`src/irq_ctrl_defs.vh`:
```
// Constants for the interrupt controller
`ifndef IRQ_CTRL_DEFS_VH
`define IRQ_CTRL_DEFS_VH
`define ADDR_CONTROL   5'h00
`define ADDR_PFLAG     5'h04
`define ADDR_PENABLE   5'h08
`define ADDR_PINMASK   5'h0c
`define ADDR_OPTION    5'h10
`define ADDR_CORE      5'h14
`define CTL_GIE        7
`define CTL_PERIPH_GROUP_ENABLE       6
`define CTL_TIMER0_WRAP_ENABLE       5
`define CTL_EXT_PIN_ENABLE       4
`define CTL_PORT_CHANGE_ENABLE       3
`define CTL_TIMER0_WRAP_FLAG       2
`define CTL_EXT_PIN_FLAG       1
`define CTL_PORT_CHANGE_FLAG       0
`define PF_EE          7
`define PF_AD          6
`define PF_CM          3
`define PF_T1          0
`define PF_MASK        8'hc9
`define OPT_EDGE       0
`define VECTOR         13'h0004
`define LAT_CYCLES     2'h3
`define RESP_OKAY      2'h0
`define RESP_SLVERR    2'h2
`define T0_ALL_ONES    8'hff
`endif

```
`src/irq_ctrl.v`:
```
// Interrupt controller with AXI4-Lite register access
`timescale 1ns/1ps
`default_nettype none
`include "irq_ctrl_defs.vh"
// Overview of operation
// - Seven sources: pin edge, timer0, pin change, comparator, conversion, timer1, write.
// - Global enable set services enabled requests; clear services none.
// - Each source has its own enable blocking its request.
// - Every reset clears the global enable.
// - Return-from-handler returns and sets the global enable.
// - Pin, pin-change, timer0 flags and enables live in control register.
// - Peripheral flags in peripheral flag register, enables in enable register.
// - Service clears global enable, pushes return address, loads vector 0004h.
// - Pin and port-change events reach the vector in three or four cycles.
// - Latency is independent of one- or two-cycle instructions.
// - Flags set on events regardless of any enable.
// - Clearing global enable ignores next-cycle requests, which stay pending.
// - Wake with global enable vectors to 0004h, else continues.
// - Wake source recorded in peripheral bits 7, 6, 3, 0; others unchanged.
// - Pin flag on rising edge if edge select set, else falling.
// - Timer0 change from all ones to any other value sets its flag.
// - Masked port pin change sets port-change flag.
// - Conversion done sets its flag.
module irq_ctrl (
   input  wire        aclk,
   input  wire        aresetn,
   input  wire [4:0]  s_axi_awaddr,
   input  wire        s_axi_awvalid,
   output wire        s_axi_awready,
   input  wire [31:0] s_axi_wdata,
   input  wire [3:0]  s_axi_wstrb,
   input  wire        s_axi_wvalid,
   output wire        s_axi_wready,
   output reg  [1:0]  s_axi_bresp,
   output reg         s_axi_bvalid,
   input  wire        s_axi_bready,
   input  wire [4:0]  s_axi_araddr,
   input  wire        s_axi_arvalid,
   output wire        s_axi_arready,
   output reg  [31:0] s_axi_rdata,
   output reg  [1:0]  s_axi_rresp,
   output reg         s_axi_rvalid,
   input  wire        s_axi_rready,
   input  wire        ext_request_pin,
   input  wire [7:0]  timer0_count,
   input  wire [5:0]  port_pins,
   input  wire        comparator_change,
   input  wire        conv_done,
   input  wire        timer1_wrap,
   input  wire        nv_write_done,
   input  wire [12:0] core_pc,
   input  wire        instr_boundary,
   input  wire        return_from_handler,
   input  wire        core_sleeping,
   output reg         irq_request,
   output reg         vector_load,
   output reg  [12:0] vector_addr,
   output reg         stack_push,
   output reg  [12:0] return_addr,
   output reg         wake
);

   localparam [2:0] ST_RUN  = 3'b001;
   localparam [2:0] ST_WAIT = 3'b010;
   localparam [2:0] ST_TAKE = 3'b100;

   reg  [7:0]  irq_control_reg;
   reg  [7:0]  periph_flag_reg1;
   reg  [7:0]  periph_enable_reg1;
   reg  [5:0]  pin_change_mask;
   reg         ext_edge_select;
   reg         ext_pin_prev;
   reg  [7:0]  t0_prev;
   reg  [5:0]  port_prev;
   reg  [2:0]  state;
   reg  [1:0]  lat_cnt;
   reg         gie_block;
   reg         aw_held;
   reg         w_held;
   reg  [4:0]  aw_addr;
   reg  [31:0] w_data;
   reg         w_lane0;
   reg  [7:0]  next_control;
   reg  [7:0]  next_pflag;

   wire global_irq_enable   = irq_control_reg[`CTL_GIE];
   wire periph_group_enable = irq_control_reg[`CTL_PERIPH_GROUP_ENABLE];

   // Hardware event detectors
   // Pin, timer and port are edge-sensed here; the rest arrive as pulses
   wire ext_rise = ext_request_pin & ~ext_pin_prev;
   wire ext_fall = ~ext_request_pin & ext_pin_prev;
   wire ext_evt  = ext_edge_select ? ext_rise : ext_fall;
   wire t0_evt   = (t0_prev == `T0_ALL_ONES) && (timer0_count != `T0_ALL_ONES);
   wire port_evt = |((port_pins ^ port_prev) & pin_change_mask);

   // Enabled pending sources, global enable not yet applied
   wire core_pend = (irq_control_reg[`CTL_TIMER0_WRAP_ENABLE] & irq_control_reg[`CTL_TIMER0_WRAP_FLAG]) |
                    (irq_control_reg[`CTL_EXT_PIN_ENABLE] & irq_control_reg[`CTL_EXT_PIN_FLAG]) |
                    (irq_control_reg[`CTL_PORT_CHANGE_ENABLE] & irq_control_reg[`CTL_PORT_CHANGE_FLAG]);
   wire peri_pend = periph_group_enable &
                    |(periph_flag_reg1 & periph_enable_reg1 & `PF_MASK);
   wire pending   = core_pend | peri_pend;

   // Whole-address match: a misaligned offset must not alias a register
   function addr_hit;
      input [4:0] addr;
      input [4:0] reg_addr;
      begin
         addr_hit = (addr == reg_addr);
      end
   endfunction

   // Bus handshake
   wire wr_fire = aw_held & w_held & ~s_axi_bvalid;
   assign s_axi_awready = ~aw_held & ~s_axi_bvalid;
   assign s_axi_wready  = ~w_held & ~s_axi_bvalid;
   assign s_axi_arready = ~s_axi_rvalid;
   wire wr_ctl = wr_fire & w_lane0 & addr_hit(aw_addr, `ADDR_CONTROL);
   wire wr_pf  = wr_fire & w_lane0 & addr_hit(aw_addr, `ADDR_PFLAG);

   function wr_flag;
      input cur;
      input wbit;
      input evt;
      begin
         // Hardware set beats software clear
         wr_flag = evt | (cur & wbit);
      end
   endfunction

   wire take = (state == ST_TAKE);

   // Control and flag next values
   always @* begin
      next_control = irq_control_reg;
      next_pflag   = periph_flag_reg1;
      if (wr_ctl) begin
         next_control[7:3] = w_data[7:3];
      end
      next_control[`CTL_TIMER0_WRAP_FLAG] = wr_flag(irq_control_reg[`CTL_TIMER0_WRAP_FLAG],
                                        ~wr_ctl | w_data[`CTL_TIMER0_WRAP_FLAG], t0_evt);
      next_control[`CTL_EXT_PIN_FLAG] = wr_flag(irq_control_reg[`CTL_EXT_PIN_FLAG],
                                        ~wr_ctl | w_data[`CTL_EXT_PIN_FLAG], ext_evt);
      next_control[`CTL_PORT_CHANGE_FLAG] = wr_flag(irq_control_reg[`CTL_PORT_CHANGE_FLAG],
                                        ~wr_ctl | w_data[`CTL_PORT_CHANGE_FLAG], port_evt);
      next_pflag[`PF_EE] = wr_flag(periph_flag_reg1[`PF_EE],
                                   ~wr_pf | w_data[`PF_EE], nv_write_done);
      next_pflag[`PF_AD] = wr_flag(periph_flag_reg1[`PF_AD],
                                   ~wr_pf | w_data[`PF_AD], conv_done);
      next_pflag[`PF_CM] = wr_flag(periph_flag_reg1[`PF_CM],
                                   ~wr_pf | w_data[`PF_CM], comparator_change);
      next_pflag[`PF_T1] = wr_flag(periph_flag_reg1[`PF_T1],
                                   ~wr_pf | w_data[`PF_T1], timer1_wrap);
      if (return_from_handler) begin
         next_control[`CTL_GIE] = 1'b1;
      end
      if (take) begin
         next_control[`CTL_GIE] = 1'b0;
      end
   end

   always @(posedge aclk) begin
      if (!aresetn) begin
         irq_control_reg    <= 8'h00;
         periph_flag_reg1   <= 8'h00;
         periph_enable_reg1 <= 8'h00;
         pin_change_mask    <= 6'h00;
         ext_edge_select    <= 1'b1;
         // Track pins through reset so release shows no false edge
         ext_pin_prev       <= ext_request_pin;
         t0_prev            <= timer0_count;
         port_prev          <= port_pins;
      end else begin
         irq_control_reg  <= next_control;
         periph_flag_reg1 <= next_pflag;
         ext_pin_prev     <= ext_request_pin;
         t0_prev          <= timer0_count;
         port_prev        <= port_pins;
         if (wr_fire & w_lane0) begin
            case (aw_addr)
               `ADDR_PENABLE: periph_enable_reg1 <= w_data[7:0] & `PF_MASK;
               `ADDR_PINMASK: pin_change_mask    <= w_data[5:0];
               `ADDR_OPTION:  ext_edge_select    <= w_data[`OPT_EDGE];
               default: ;
            endcase
         end
      end
   end

   // Service sequencer: event latched, then fixed wait to a boundary
   always @(posedge aclk) begin
      if (!aresetn) begin
         state       <= ST_RUN;
         lat_cnt     <= 2'h0;
         gie_block   <= 1'b0;
         irq_request <= 1'b0;
         vector_load <= 1'b0;
         vector_addr <= 13'h0000;
         stack_push  <= 1'b0;
         return_addr <= 13'h0000;
         wake        <= 1'b0;
      end else begin
         vector_load <= 1'b0;
         stack_push  <= 1'b0;
         wake        <= 1'b0;
         // A global-enable clear masks requests in the very next cycle
         gie_block   <= wr_ctl & ~w_data[`CTL_GIE];
         irq_request <= global_irq_enable & pending;
         // Wake ignores the global enable; vectoring still needs it
         if (core_sleeping && pending) begin
            wake <= 1'b1;
         end
         case (state)
            ST_RUN: begin
               lat_cnt <= 2'h1;
               if (global_irq_enable & pending & ~gie_block) begin
                  state <= ST_WAIT;
               end
            end
            ST_WAIT: begin
               // Count is fixed so instruction length does not matter
               lat_cnt <= lat_cnt + 2'h1;
               if (!global_irq_enable) begin
                  state <= ST_RUN;
               end else if (lat_cnt == `LAT_CYCLES - 2'h1 && instr_boundary) begin
                  state <= ST_TAKE;
               end else if (lat_cnt == `LAT_CYCLES) begin
                  // Forced one cycle later: a long instruction must not stall entry
                  state <= ST_TAKE;
               end
            end
            ST_TAKE: begin
               vector_load <= 1'b1;
               vector_addr <= `VECTOR;
               stack_push  <= 1'b1;
               return_addr <= core_pc;
               state       <= ST_RUN;
            end
            default: state <= ST_RUN;
         endcase
      end
   end

   // AXI4-Lite slave
   always @(posedge aclk) begin
      if (!aresetn) begin
         aw_held      <= 1'b0;
         w_held       <= 1'b0;
         aw_addr      <= 5'h00;
         w_data       <= 32'h00000000;
         w_lane0      <= 1'b0;
         s_axi_bvalid <= 1'b0;
         s_axi_bresp  <= `RESP_OKAY;
         s_axi_rvalid <= 1'b0;
         s_axi_rdata  <= 32'h00000000;
         s_axi_rresp  <= `RESP_OKAY;
      end else begin
         if (s_axi_awvalid & s_axi_awready) begin
            aw_held <= 1'b1;
            aw_addr <= s_axi_awaddr;
         end
         if (s_axi_wvalid & s_axi_wready) begin
            w_held  <= 1'b1;
            w_data  <= s_axi_wdata;
            w_lane0 <= s_axi_wstrb[0];
         end
         // Response waits for both halves, so either arrival order works
         if (wr_fire) begin
            aw_held      <= 1'b0;
            w_held       <= 1'b0;
            s_axi_bvalid <= 1'b1;
            s_axi_bresp  <= (aw_addr[1:0] == 2'h0 && aw_addr <= `ADDR_OPTION) ?
                            `RESP_OKAY : `RESP_SLVERR;
         end else if (s_axi_bready) begin
            s_axi_bvalid <= 1'b0;
         end
         if (s_axi_arvalid & s_axi_arready) begin
            s_axi_rvalid <= 1'b1;
            s_axi_rresp  <= `RESP_OKAY;
            // Unmapped reads answer with an error and zero data
            case (s_axi_araddr)
               `ADDR_CONTROL: s_axi_rdata <= {24'h000000, irq_control_reg};
               `ADDR_PFLAG:   s_axi_rdata <= {24'h000000, periph_flag_reg1};
               `ADDR_PENABLE: s_axi_rdata <= {24'h000000, periph_enable_reg1};
               `ADDR_PINMASK: s_axi_rdata <= {26'h0000000, pin_change_mask};
               `ADDR_OPTION:  s_axi_rdata <= {31'h00000000, ext_edge_select};
               `ADDR_CORE:    s_axi_rdata <= {29'h00000000, state};
               default: begin
                  s_axi_rdata <= 32'h00000000;
                  s_axi_rresp <= `RESP_SLVERR;
               end
            endcase
         end else if (s_axi_rready) begin
            s_axi_rvalid <= 1'b0;
         end
      end
   end

endmodule // irq_ctrl
`default_nettype wire

```
`config.mk`:
```
export PLATFORM = sky130hd
export DESIGN_NAME = irq_ctrl
export DESIGN_NICKNAME = d
export VERILOG_FILES = /design/src/irq_ctrl.v
export VERILOG_INCLUDE_DIRS = /design/src
export SDC_FILE = /design/constraint.sdc
export NUM_CORES = 1
export LEC_CHECK = 0
export BUFFER_PORTS_ARGS = -buffer_cell sky130_fd_sc_hd__buf_2
export CAP_MARGIN = 25
export CORE_AREA = 10 10 123 125
export CTS_BUF_LIST = sky130_fd_sc_hd__clkbuf_4
export DETAILED_ROUTE_END_ITERATION = 12
export DIE_AREA = 0 0 133 135
export HOLD_SLACK_MARGIN = 0.03
export PLACE_DENSITY = 0.62
export SYNTH_ARGS = -nofsm -noshare
export SYNTH_HDL_FRONTEND = slang
export SYNTH_SLANG_ARGS = --single-unit
```
`constraint.sdc`:
```
create_clock -name aclk -period 2.4 [get_ports aclk]
set_input_delay 0.48 -clock aclk [delete_from_list [all_inputs] [get_ports aclk]]
set_output_delay 0.48 -clock aclk [all_outputs]
set_load 0.05 [all_outputs]
```
# Word level (Yosys, flattened, before mapping)
# Cells that the tools add are included.
# totals
elab_cells,143
out_inout_bits,71
reg_bits,115
inputBits,88
# op_classes
eq_ne,18
reduce_logical,20
addsub,1
n_mux,18
n_lt_le_gt_ge,1
bitwise,57
# ops
cell,n
8-bit one-hot mux with 6 select lines,1
1-bit bitwise AND,26
"5-bit by 4-bit == test with 1-bit output, second input constant",4
1-bit bitwise OR,17
"5-bit == test, second input constant",3
3-bit 2-to-1 mux,4
6-bit OR reduction,2
1-bit NOT,11
"5-bit by 3-bit == test with 1-bit output, second input constant",2
5-bit logical NOT,2
8-bit bitwise AND,1
"8-bit == test, second input constant",1
1-bit 2-to-1 mux,8
"8-bit != test, second input constant",1
2-bit AND reduction,4
2-bit nonzero test,4
6-bit bitwise AND,1
3-bit one-hot mux with 2 select lines,1
6-bit XOR,1
"5-bit <= comparator, second input constant",1
5-bit 2-to-1 mux,1
"2-bit == test, second input constant",2
1-bit logical AND,4
2-bit 2-to-1 mux,2
10 further kinds,11

# Logic depth before layout (Yosys ltp)
# logic_depth
depth_word,8
mapped_depth,6
mapped_depth_nobuf,6

# Worst setup path before layout
# OpenSTA, ideal clock, no wires.
# synth_path
kind,reg-to-reg
start,reg s_axi_bvalid
end,reg aw_addr[3]
path_stages_with_launch,6
required_time_ns,2.272
t_arrival_ns,1.869
setup_ns,0.128
period_less_slack_ns,1.997
setup_slack_ns,0.403
path_buffers,1
cell_sequence,dfxtp_1 > nor2_1 > and2_1 > buf_2 > mux2i_1 > nor2_1
# synth_between
elab_chain_cells,3
# synth_rtl
item,line,source
start: declaration,irq_ctrl.v:35,"output reg s_axi_bvalid,"
start signal: assignment,irq_ctrl.v:253,s_axi_bvalid <= 1'b0;
start signal: assignment,irq_ctrl.v:272,s_axi_bvalid <= 1'b1;
start signal: assignment,irq_ctrl.v:276,s_axi_bvalid <= 1'b0;
1-bit NOT,irq_ctrl.v:116,assign s_axi_awready = ~aw_held & ~s_axi_bvalid;
1-bit bitwise AND,irq_ctrl.v:116,
net s_axi_awready,irq_ctrl.v:29,"output wire s_axi_awready,"
1-bit bitwise AND,irq_ctrl.v:259,if (s_axi_awvalid & s_axi_awready) begin
end signal: assignment,irq_ctrl.v:261,aw_addr <= s_axi_awaddr;
end: declaration,irq_ctrl.v:80,reg [4:0] aw_addr;
# The timed path passes the listed nets, and every way through them passes these cells.
# A chain may end at the register's enable or synchronous reset.

# Worst setup path after layout
# layout_path
start,reg s_axi_bvalid
end,out s_axi_wready
# layout_between
elab_chain_cells,2
# layout_rtl
item,line,source
1-bit NOT,irq_ctrl.v:117,assign s_axi_wready = ~w_held & ~s_axi_bvalid;
1-bit bitwise AND,irq_ctrl.v:117,
end: declaration,irq_ctrl.v:33,"output wire s_axi_wready,"
# No other way between the ends.

==> impl_metrics.tcl <==
set metrics [dict create \
    vias 2991 \
    hold_viol 0 \
    synth_top_area_share_pct 47.9 \
    cts_buffers 9 \
    regMostFlops "return_addr" \
    cts-root-buf "clkbuf_4" \
    clkTransAtPathRegs_ns 0.14 \
    finalCoreUtilization_pct 34.0 \
    cts_setup_buffers 0 \
    drv_cap 0 \
    synth_area_um2 3720 \
    netlist_instances 396 \
    slew_headroom_pct 61.6 \
    cp-start-kind "flop" \
    htree_levels 3 \
    worstPathRequired_ns 1.92 \
    dr_wl_met2_um 4700 \
    viasPerCell 4.55 \
    clock_path_buffers 2 \
    coreArea_um2 12600 \
    clock_latency_ns 0.45 \
    peakVddDrop_uv 241 \
    die_x_um 133 \
    grt_usage_pct 11.0 \
    hpwl_um 7660 \
    status "complete, no violations" \
    period_share_pct 72.4 \
    die_h_um 135 \
    yosysSeqAreaShare_pct 47.9 \
    ys_warn_count 0 \
    async_reset_ff_share_pct 0 \
    postSynthAreaPerCell_um2 9.38 \
    top_layer "met4" \
    rrSetupSlack_ns 0.83 \
    grt_max_degree 30 \
    drv_slew 0 \
    p_per_area_nw_per_um2 627 \
    wl_per_cell_um 15.0 \
    gp_congestion 0.799 \
    antenna_left 0 \
    initial_core_util_pct 29.6 \
    cp-end-kind "output port" \
    rows 41 \
    antenna_found_initial 0 \
    worstSetupPathType "flop to output port" \
    synthTopCellsByArea "dfxtp_1 (48%), buf_4 (8.1%), a22o_1 (3.8%)" \
    drc_errors 0 \
    layout-drive-gt1-share_pct 25.2 \
    min_period_ns 1.74 \
    clock-sinks 89 \
    synth_edf_count 0 \
    grt_pass1_wl_um 15800 \
    fmax_mhz 576 \
    tightest_slew_ns 0.576 \
    grt-ovfl-total 0 \
    wl_um 9870 \
    ctsHoldBuffers 0 \
    cts_resized 0 \
    die_area_um2 18000 \
    setup_violations 0 \
    cts_tree "done" \
    wl_met3_um 743 \
    nets 571 \
    ys.flop_type "dfxtp_1" \
    synth.distinct_cells 48 \
    area_growth_pct 14.9 \
    drtIter0Drc 194 \
    num-fill-cells 1309 \
    hp-class "input pin to flop" \
    largest_reg_flops 13 \
    wl_met1_um 4320 \
    synth_seq_cells 89 \
    antenna_cells 0 \
    fin_skew_ns 0.0140 \
    io_pins 159 \
    cp.arrival_ns 1.26 \
    cp_max_fo 7 \
    detailedRoute.firstPassIterationCount 6 \
    grt_pass1_vias 3071 \
    setup_tns_ns 0 \
    io_buffer_count 93 \
    leakagePower_nw 1.92 \
    synth_top_area_cell "dfxtp_1" \
    rsz0062_at_grt "false" \
]
cell usage in the layout (no fill, tap or decap), drive strengths merged, types with 2 or more instances in the layout:
master,count
buf,96
a22oi,10
xor2,6
nand2b,4
ha,2
clkbuf,9
a31oi,7
nor2b,3
and2,5
a22o,16
nand3b,6
a21o,4
inv,10
nand3,15
and3,5
a21oi,27
nand2,33
dfxtp,89
o21ai,23
nor3,9
mux2i,13
clkinv,3
conb,38
nor2,28
nand4,5
layout make-up:
| cell class | instances | area (um2) | share of cell area [%] |
|---|---|---|---|
| repair buffers | 96 | 488 | 11.4 |
| clock buffers | 9 | 67.6 | 1.58 |
| inverters | 8 | 30.0 | 0.703 |
| clock inverters | 6 | 42.5 | 0.996 |
| multi-input cells | 277 | 1650 | 38.5 |
| flip-flops and latches | 89 | 1780 | 41.7 |
| well taps | 172 | 215 | 5.04 |
layer usage:
metal	vias to the layer above	GRT usage (%)
li1	1490	-
met1	1394	12.8
met2	98	17.6
met3	9	4.97
met4	0	3.36
met5	-	0
synthesized netlist by cell type (all sizes together), types with 7 or more instances:
cell type and count:
a22oi 10, buf 53, nand2 33, nor2 28, o21ai 23, mux2i 13, inv 8, a31oi 7
dfxtp 89, nand3 15, nor3 9, a22o 16, a21oi 27
stage by stage:
step | setup WS [ns] | cell area (um2) | cells | total power, mW | hold WS [ns]
6_report | 0.663 | 4270 | 657 | 2.68 | 0.135
5_1_grt | 0.530 | 4270 | 657 | 2.83 | 0.0689
4_1_cts | 0.596 | 4270 | 657 | 2.72 | 0.0796
3_5_place_dp | 0.674 | 4160 | 642 | 1.97 | 0.440
3_3_place_gp | 0.741 | 4160 | 642 | 1.97 | 0.435
2_1_floorplan | 0.403 | 3850 | 433 | 1.92 | 0.444
worst paths after layout:
path                            cells after the start             end       startpoint
worst max-delay path                                2    s_axi_wready     s_axi_bvalid
worst min register to register                      1  vector_addr[2]   vector_addr[2]
worst min-delay path                                1      t0_prev[7]  timer0_count[7]
worst max register to register                      4  s_axi_rdata[0]     s_axi_rvalid
worst max-delay path: stages (launching register included):
cell     delay, ns
dfxtp_1       0.37
nor2_1        0.15
buf_2         0.29
kinds of logic after synthesis:
family,Yosys count,share of synthesized area [%]
other,1,0.101
xor gates and xnor gates,6,1.41
and+or+nand+nor,120,17.0
AOI/OAI and AO/OA,97,17.3
muxes,14,4.11
DFF,89,47.9
adders and majority gates,2,0.673
buffers and inverters,67,11.5
power by group:
group | internal [mW] | switching, mW | leakage, nW
clock network | 0.211 | 0.523 | 0.0602
registers | 1.52 | 0.0426 | 0.728
logic | 0.0969 | 0.281 | 1.13
total | 1.83 | 0.846 | 1.92
Note: power is estimated with default switching activity, not from simulation.
